## src/hw/vc_arb_ctrl_pkg.sv

```systemverilog
`default_nettype none
package vc_arb_ctrl_pkg;
    // register offsets (byte addresses)
    localparam logic [11:0] CAP_OFFS    = 12'h210;
    localparam logic [11:0] CTRL_OFFS   = 12'h214;
    localparam logic [11:0] STS_OFFS    = 12'h218;
    localparam logic [11:0] TBL_OFFS    = 12'h220;
    localparam logic [11:0] LDCFG_OFFS  = 12'h240;
    // capability register fields
    localparam int          CAP_ARB_LSB = 0;
    localparam int          CAP_TBO_LSB = 24;
    localparam logic [7:0]  ARB_CAP_UP  = 8'h03;
    localparam logic [7:0]  ARB_CAP_DN  = 8'h01;
    localparam logic [7:0]  TBL_OFF_UP  = 8'h02;
    localparam logic [7:0]  TBL_OFF_DN  = 8'h00;
    // control register fields
    localparam int          TCMAP_LSB   = 0;
    localparam int          LOAD_BIT    = 16;
    localparam int          SEL_LSB     = 17;
    localparam int          CHID_LSB    = 24;
    localparam int          CHEN_BIT    = 31;
    localparam logic [7:0]  TCMAP_RST   = 8'hff;
    localparam logic [2:0]  SEL_RST     = 3'h0;
    localparam logic [2:0]  CHID_VAL    = 3'h0;
    localparam logic        CHEN_VAL    = 1'b1;
    // status register field
    localparam int          TSTAT_BIT   = 16;
    // table entry layout
    localparam int          ENTRY_W     = 4;
    localparam int          PHASES      = 32;
    localparam int          TBL_WORDS   = 4;
    localparam logic [3:0]  PORT_A      = 4'h0;
    localparam logic [3:0]  PORT_B      = 4'h2;
    localparam logic [3:0]  PORT_C      = 4'h4;
    // table load latency in cycles (chosen)
    localparam int          LOAD_CYCLES = 4;
endpackage
`default_nettype wire

```

## src/hw/vc_arb_ctrl.sv

```systemverilog
`timescale 1ns/1ps
`default_nettype none
module vc_arb_ctrl #(
    parameter bit UPSTREAM = 1'b1
) (
    input  wire logic        mclk_i,
    input  wire logic        rst_i,
    input  wire logic [11:0] addr_i,
    input  wire logic [31:0] wdata_i,
    input  wire logic        wr_i,
    input  wire logic        rd_i,
    output logic      [31:0] rdata_o,
    input  wire logic        arb_next_i,
    output logic      [3:0]  grant_port_o,
    output logic      [2:0]  arb_scheme_o,
    output logic      [7:0]  traffic_class_map_o,
    output logic             load_busy_o
);
    typedef enum logic [1:0] {
        LD_IDLE = 2'b01,
        LD_COPY = 2'b10
    } load_state_t;

    localparam logic [7:0] ARB_CAP =
        UPSTREAM ? vc_arb_ctrl_pkg::ARB_CAP_UP : vc_arb_ctrl_pkg::ARB_CAP_DN;
    localparam logic [7:0] TBL_OFF =
        UPSTREAM ? vc_arb_ctrl_pkg::TBL_OFF_UP : vc_arb_ctrl_pkg::TBL_OFF_DN;

    // refuse a load count that the 8-bit down-counter cannot hold
    if (vc_arb_ctrl_pkg::LOAD_CYCLES < 1 ||
        vc_arb_ctrl_pkg::LOAD_CYCLES > 255) begin : g_load_chk
        $error("load cycle count out of range");
    end

    logic [7:0]  tcmap_q;
    logic [2:0]  sel_q;
    logic [31:0] tbl_q [vc_arb_ctrl_pkg::TBL_WORDS];
    logic [31:0] live_q [vc_arb_ctrl_pkg::TBL_WORDS];
    logic        tstat_q;
    load_state_t ld_q;
    logic [7:0]  ld_cnt_q;
    logic [31:0] rdata_q;
    logic [4:0]  phase_q;
    logic [3:0]  grant_q;

    logic wr_ctrl;
    logic wr_tbl;
    logic tbl_hit;
    logic [1:0] tbl_idx;
    logic uses_table;
    logic load_req;
    logic [31:0] ctrl_rd;

    assign wr_ctrl = wr_i && addr_i == vc_arb_ctrl_pkg::CTRL_OFFS;
    assign tbl_hit = addr_i >= vc_arb_ctrl_pkg::TBL_OFFS &&
                     addr_i < vc_arb_ctrl_pkg::TBL_OFFS + 12'h010;
    assign tbl_idx = addr_i[3:2];
    assign wr_tbl  = UPSTREAM && wr_i && tbl_hit;
    // scheme 1 (weighted round robin) is the one that uses the table, where ARB_CAP bit 1 is set
    assign uses_table = sel_q == 3'h1 && ARB_CAP[1];

    assign load_req = UPSTREAM && wr_ctrl &&
                      wdata_i[vc_arb_ctrl_pkg::LOAD_BIT] && uses_table;

    // traffic class map
    always_ff @(posedge mclk_i) begin
        if (rst_i) begin
            tcmap_q <= vc_arb_ctrl_pkg::TCMAP_RST;
        end else if (wr_ctrl) begin
            tcmap_q <= {wdata_i[7:1], 1'b1};
        end
    end

    // scheme select
    always_ff @(posedge mclk_i) begin
        if (rst_i) begin
            sel_q <= vc_arb_ctrl_pkg::SEL_RST;
        end else if (wr_ctrl) begin
            sel_q <= wdata_i[vc_arb_ctrl_pkg::SEL_LSB +: 3];
        end
    end

    // software-visible table storage
    always_ff @(posedge mclk_i) begin
        if (rst_i) begin
            for (int i = 0; i < vc_arb_ctrl_pkg::TBL_WORDS; i++) begin
                tbl_q[i] <= 32'h0000_0000;
            end
        end else if (wr_tbl) begin
            tbl_q[tbl_idx] <= wdata_i;
        end
    end

    // load sequencer and live copy
    always_ff @(posedge mclk_i) begin
        if (rst_i) begin
            ld_q     <= LD_IDLE;
            ld_cnt_q <= 8'h00;
            for (int i = 0; i < vc_arb_ctrl_pkg::TBL_WORDS; i++) begin
                live_q[i] <= 32'h0000_0000;
            end
        end else begin
            case (ld_q)
                LD_IDLE: begin
                    if (load_req) begin
                        ld_q     <= LD_COPY;
                        ld_cnt_q <= 8'(vc_arb_ctrl_pkg::LOAD_CYCLES - 1);
                    end
                end
                LD_COPY: begin
                    if (ld_cnt_q == 8'h00) begin
                        for (int i = 0; i < vc_arb_ctrl_pkg::TBL_WORDS;
                             i++) begin
                            live_q[i] <= tbl_q[i];
                        end
                        ld_q <= LD_IDLE;
                    end else begin
                        ld_cnt_q <= ld_cnt_q - 8'h01;
                    end
                end
                default: begin
                    ld_q <= LD_IDLE;
                end
            endcase
        end
    end

    // table status flag; a new entry write beats load completion
    always_ff @(posedge mclk_i) begin
        if (rst_i) begin
            tstat_q <= 1'b0;
        end else if (wr_tbl) begin
            tstat_q <= 1'b1;
        end else if (ld_q == LD_COPY && ld_cnt_q == 8'h00) begin
            tstat_q <= 1'b0;
        end
    end

    // phase walker over the live copy, invalid ports skipped at once
    logic [3:0] cand;
    logic [4:0] nphase;
    logic       found;
    always_comb begin
        cand   = 4'h0;
        nphase = phase_q;
        found  = 1'b0;
        for (int k = 1; k <= vc_arb_ctrl_pkg::PHASES; k++) begin
            logic [4:0] p;
            logic [3:0] e;
            p = 5'(phase_q + 5'(k));
            e = live_q[p[4:3]][p[2:0]*4 +: 4];
            if (!found && (e == vc_arb_ctrl_pkg::PORT_A ||
                           e == vc_arb_ctrl_pkg::PORT_B ||
                           e == vc_arb_ctrl_pkg::PORT_C)) begin
                found  = 1'b1;
                cand   = e;
                nphase = p;
            end
        end
    end

    always_ff @(posedge mclk_i) begin
        if (rst_i) begin
            phase_q <= 5'h1f;
            grant_q <= vc_arb_ctrl_pkg::PORT_A;
        end else if (arb_next_i && uses_table && found) begin
            phase_q <= nphase;
            grant_q <= cand;
        end
    end

    // control register image
    always_comb begin
        ctrl_rd = 32'h0000_0000;
        ctrl_rd[vc_arb_ctrl_pkg::TCMAP_LSB +: 8] = tcmap_q;
        ctrl_rd[vc_arb_ctrl_pkg::LOAD_BIT] = 1'b0;
        ctrl_rd[vc_arb_ctrl_pkg::SEL_LSB +: 3] = sel_q;
        ctrl_rd[vc_arb_ctrl_pkg::CHID_LSB +: 3] = vc_arb_ctrl_pkg::CHID_VAL;
        ctrl_rd[vc_arb_ctrl_pkg::CHEN_BIT] = vc_arb_ctrl_pkg::CHEN_VAL;
    end

    // read data, one cycle after the strobe; unmapped reads zero
    always_ff @(posedge mclk_i) begin
        if (rst_i) begin
            rdata_q <= 32'h0000_0000;
        end else if (rd_i) begin
            rdata_q <= 32'h0000_0000;
            if (addr_i == vc_arb_ctrl_pkg::CAP_OFFS) begin
                rdata_q <= {TBL_OFF, 16'h0000, ARB_CAP};
            end else if (addr_i == vc_arb_ctrl_pkg::CTRL_OFFS) begin
                rdata_q <= ctrl_rd;
            end else if (addr_i == vc_arb_ctrl_pkg::STS_OFFS) begin
                rdata_q[vc_arb_ctrl_pkg::TSTAT_BIT] <= tstat_q && UPSTREAM;
            end else if (tbl_hit && UPSTREAM) begin
                rdata_q <= tbl_q[tbl_idx];
            end
        end
    end

    assign rdata_o             = rdata_q;
    assign grant_port_o        = grant_q;
    assign arb_scheme_o        = sel_q;
    assign traffic_class_map_o = tcmap_q;
    assign load_busy_o         = ld_q == LD_COPY;

    AST_MAP_BIT0: assert property (@(posedge mclk_i) disable iff (rst_i)
        tcmap_q[0] == 1'b1) else $error("map bit zero cleared");
    AST_MAP_WRITE: assert property (@(posedge mclk_i) disable iff (rst_i)
        wr_ctrl |=> tcmap_q[7:1] == $past(wdata_i[7:1]))
        else $error("map not written");
    AST_LOAD_RD0: assert property (@(posedge mclk_i) disable iff (rst_i)
        $past(rd_i) && $past(addr_i) == vc_arb_ctrl_pkg::CTRL_OFFS |->
        rdata_o[16] == 1'b0 && rdata_o[31] && rdata_o[26:24] == 3'h0 &&
        rdata_o[23:20] == 4'h0 && rdata_o[15:8] == 8'h00)
        else $error("control readback wrong");
    AST_LOAD_DONE: assert property (@(posedge mclk_i) disable iff (rst_i)
        ld_q == LD_IDLE && load_req |-> ##[1:8] ld_q == LD_IDLE &&
        live_q[0] == tbl_q[0]) else $error("load not finished");
    AST_ZERO_NOP: assert property (@(posedge mclk_i) disable iff (rst_i)
        ld_q == LD_IDLE && wr_ctrl && !wdata_i[16] |=> ld_q == LD_IDLE)
        else $error("zero write started load");
    AST_SCHEME: assert property (@(posedge mclk_i) disable iff (rst_i)
        ld_q == LD_IDLE && wr_ctrl && !uses_table |=> ld_q == LD_IDLE)
        else $error("load without table scheme");
    AST_UPSTREAM: assert property (@(posedge mclk_i) disable iff (rst_i)
        !UPSTREAM |-> ld_q == LD_IDLE && !tstat_q)
        else $error("downstream load activity");
    AST_TSTAT_SET: assert property (@(posedge mclk_i) disable iff (rst_i)
        wr_tbl |=> tstat_q) else $error("status not set");
    AST_CAP_RD: assert property (@(posedge mclk_i) disable iff (rst_i)
        $past(rd_i) && $past(addr_i) == vc_arb_ctrl_pkg::CAP_OFFS |->
        rdata_o[31:24] == TBL_OFF && rdata_o[7:0] == ARB_CAP)
        else $error("capability readback wrong");
    AST_GRANT: assert property (@(posedge mclk_i) disable iff (rst_i)
        grant_q == 4'h0 || grant_q == 4'h2 || grant_q == 4'h4)
        else $error("invalid port granted");
    AST_TBL_DN: assert property (@(posedge mclk_i) disable iff (rst_i)
        !UPSTREAM && $past(rd_i) && $past(tbl_hit) |->
        rdata_o == 32'h0000_0000)
        else $error("downstream table readback not zero");
    AST_TSTAT_CLR: assert property (@(posedge mclk_i) disable iff (rst_i)
        ld_q == LD_COPY && ld_cnt_q == 8'h00 && !wr_tbl |=> !tstat_q)
        else $error("status not cleared after load");

    COV_LOAD: cover property (@(posedge mclk_i) disable iff (rst_i)
        load_req ##[1:8] !tstat_q);
    COV_TBL_WR: cover property (@(posedge mclk_i) disable iff (rst_i)
        wr_tbl);
    COV_GRANT: cover property (@(posedge mclk_i) disable iff (rst_i)
        arb_next_i && found && uses_table);
    // zero written to the load bit, and status falling after a load
    COV_ZERO_WRITE: cover property (@(posedge mclk_i) disable iff (rst_i)
        wr_ctrl && !wdata_i[vc_arb_ctrl_pkg::LOAD_BIT]);
    COV_STATUS_CLEAR: cover property (@(posedge mclk_i) disable iff (rst_i)
        tstat_q ##1 !tstat_q);
endmodule // vc_arb_ctrl
`default_nettype wire

```

## config.mk

```make
export PLATFORM = sky130hd
export DESIGN_NAME = vc_arb_ctrl
export DESIGN_NICKNAME = d
export VERILOG_FILES = /design/src/hw/vc_arb_ctrl_pkg.sv /design/src/hw/vc_arb_ctrl.sv
export SDC_FILE = /design/constraint.sdc
export NUM_CORES = 2
export LEC_CHECK = 0
export ABC_AREA = 1
export ABC_CLOCK_PERIOD_IN_PS = 13790
export BUFFER_PORTS_ARGS = -buffer_cell sky130_fd_sc_hd__buf_2
export CAP_MARGIN = 20
export CORE_MARGIN = 4
export CORE_UTILIZATION = 40
export CTS_CLUSTER_DIAMETER = 120
export DETAILED_ROUTE_END_ITERATION = 8
export GPL_TIMING_DRIVEN = 0
export REMOVE_ABC_BUFFERS = 1
export SLEW_MARGIN = 30
export SYNTH_ARGS = -nofsm -noshare
export SYNTH_HDL_FRONTEND = slang
export SYNTH_SLANG_ARGS = --single-unit
```

## constraint.sdc

```tcl
create_clock -name mclk_i -period 13.79 [get_ports mclk_i]
set_input_delay 1.379 -clock mclk_i [delete_from_list [all_inputs] [get_ports mclk_i]]
set_output_delay 1.379 -clock mclk_i [all_outputs]
set_load 0.05 [all_outputs]
```

==> flow_metrics.py <==
metrics = {
    "setup_path": {
        "crit_family": "simple AND/OR/NAND/NOR gates",
        "critPathMaxStageDelay_ns": 0.94,
        "cp_max_fo": 50,
        "cpMaxStageDelayCell": "nand2_4",
        "cp_data_required_time_ns": 14.20,
        "start_kind": "flop",
        "cp.depth": 32,
        "crit_arrival_ns": 8.70,
        "critPathBufInv": 2,
        "worstSetupPathType": "reg -> reg",
        "reg2reg_from": "phase_q[4]",
        "worst_r2r_path_depth": 32,
        "endpoint_kind": "flop",
        "cp-startpoint": "phase_q[4]",
    },
    "drt": {
        "wl_per_cell_um": 24.7,
        "wl_um": 179000,
        "viasPerCell": 6.32,
        "antenna_left": 0,
        "first_pass_iters": 9,
        "drt-initial-drc-count": 7338,
        "route.detailed.drc": 0,
        "vias": 45900,
    },
    "synthesis": {
        "synth_seq_cells": 320,
        "synth.yosys.seq_area_share_pct": 24.0,
        "synth-main-ff-cell": "edfxtp_1",
        "yosys_warnings": 0,
        "yosysUniqueCellTypes": 68,
        "syn-instance-count": 6350,
        "async_reset_ff_share_pct": 0,
        "postSynthAreaPerCell_um2": 5.89,
        "synth_edf_count": 256,
        "syn_area_mm2": 0.0374,
    },
    "timing": {
        "hold_viol": 0,
        "setup_viol": 0,
        "skew_ns": 0.0197,
        "worstMarginPinSlew_ns": 1.13,
        "rsz0062_at_grt": "no",
        "finalMaxSlewViolations": 0,
        "slew_headroom_pct": 23.9,
        "final.min_clock_period_ns": 8.29,
        "timing.fmax_mhz": 121,
        "setup_tns_ns": 0,
        "timing.final.crit_share_pct": 60.1,
    },
    "clock_tree": {
        "htreeDepth": 2,
        "cts_root_buf": "clkbuf_16",
        "clockBufferDepth": 3,
        "ctsHoldBuffers": 0,
        "cts_tree": "yes",
        "numCtsBuffers": 35,
        "clk_latency_ns": 0.57,
        "cts_sinks": 320,
        "path_clk_slew_ns": 0.06,
        "postCtsSetupBuffers": 0,
        "postCtsResizedCells": 0,
    },
    "final_layout": {
        "fin_util_pct": 43.6,
        "final_cell_mix": "nand2_1, o21ai_0, nand3_1",
        "stdcell_area_mm2": 0.0402,
        "final_common_cell": "nand2_1",
        "area_growth_pct": 7.53,
        "drive_gt1_share_pct": 6.48,
        "stdcell_count": 7266,
        "nets": 6060,
    },
    "global_routing": {
        "met1_usage_pct": 46.5,
        "grt_pass1_vias": 39900,
        "grt_util_met3_pct": 8.36,
        "grt.met2_usage_pct": 50.5,
        "grt_pass1_wl_um": 258000,
        "overflow": 0,
        "antenna_found_initial": 3,
        "grt_usage_pct": 34.6,
        "grt_max_degree": 125,
        "busiest_layer": "met2",
    },
    "placed_design": {
        "place_congestion": 1.02,
        "dp.cells": 7202,
        "placed_cell_area_mm2": 0.0391,
        "hpwlAfterDp_um": 124000,
        "port_buffers": 95,
    },
    "job": {
        "cap_violations": 0,
    },
    "floorplanning": {
        "die_h_um": 314,
        "rows": 111,
        "die_w_um": 314,
        "fp.coreArea_mm2": 0.0922,
        "boundaryPins": 97,
        "die-area_mm2": 0.0985,
        "start_util_pct": 40.6,
    },
    "power": {
        "irDropWorstVdd_uv": 94.2,
        "p_leak_uw": 0.0166,
        "p_per_area_mw_per_mm2": 59.9,
    },
    "min_path": {
        "hp-start": "grant_port_o[3]",
        "min_path_type": "reg -> reg",
        "min_path_cells": 2,
    },
    "outcome": {
        "status": "complete, no violations",
    },
}
## metrics by stage
stage	hold slack, ns	total power (uW)	setup WS (ns)
finish	0.440	2410	5.50
global route	0.455	2500	5.31
CTS	0.441	2410	5.92
detailed placement	0.432	1480	5.94
global placement	0.433	1470	-24.97
floorplan	0.435	1340	-6.35
## kinds of logic after synthesis
logic type / count (synthesis) / synth area share (%)
AND/OR/NAND/NOR: 3018 / 34.3
AO/OA/AOI/OAI: 1901 / 28.3
buffers and inverters: 1081 / 12.4
flip-flops: 320 / 24.0
adder cells (fa/ha/maj): 15 / 0.502
XOR/XNOR: 14 / 0.478
other: 1 / 0.0100
## worst paths after layout
kind                      to  slack, ns
min reg2reg  grant_port_o[3]       0.44
max               phase_q[2]       5.50
min          grant_port_o[3]       0.44
max reg2reg       phase_q[2]       5.50
## layout make-up
class / count / area [um^2]
Inverter: 505 / 1950
Clock inverter: 21 / 210
Multi-Input combinational cell: 4949 / 24300
Tap cell: 1243 / 1560
Timing Repair Buffer: 185 / 2330
Clock buffer: 42 / 902
Sequential cell: 320 / 8990
Antenna cell: 1 / 2.50
Fill cell: 9759 / 52000
## tightest hold or removal path, delay by kind of cell (launching register included)
kind / cells / cell delay [ns]
flip-flops: 1 / 0.30
AND/OR/NAND/NOR: 2 / 0.10
## registers in the layout (all words and copies together) (netlist names), 3 cells and up, named ones only
name                 cells
grant_port_o             4
tbl_q                  128
rdata_o                 32
phase_q                  5
traffic_class_map_o      7
live_q                 128
arb_scheme_o             3
ld_cnt_q                 8
## metal layers
layer / wire length [um] / vias up
li1: - / 21100
met1: 70800 / 21000
met2: 73500 / 3206
met3: 22800 / 634
met4: 12300 / 2
met5: 13 / -
## cells in the mapped netlist, types with 6 or more instances
cell      instances  share of area, %
a211oi_1         10              0.20
a21oi_1         461               6.2
a221oi_1         16              0.37
a31oi_1          28              0.47
buf_1            31              0.31
buf_2           152               2.0
buf_4            32              0.64
buf_6            32              0.96
clkbuf_1        325               3.3
clkinv_1         21              0.21
dfxtp_1          64               3.4
edfxtp_1        256                21
ha_1             15              0.50
inv_1           469               4.7
inv_2            14              0.14
nand2_1        1567                16
nand2_2          20              0.33
nand3_1         800                11
nand4_1          24              0.40
nor2_1          475               4.8
nor2_2            7              0.12
nor2_4            9              0.27
nor3_1           55              0.74
nor4_1            7              0.12
o211ai_1        154               3.1
o21ai_0         978                13
o21ai_1          38              0.51
o221ai_1         33              0.77
o22ai_1          91               1.5
o311ai_0         38              0.89
o31ai_1          18              0.36
o32ai_1           6              0.14
or2_2             7              0.12
or3_1            28              0.47
## report_power, final
group | switching, uW | total [uW] | internal (uW)
registers | 33.9 | 1110 | 1070
clock network | 407 | 936 | 529
logic | 263 | 368 | 104
total | 704 | 2410 | 1700
Power figures use the tool's default switching activity.
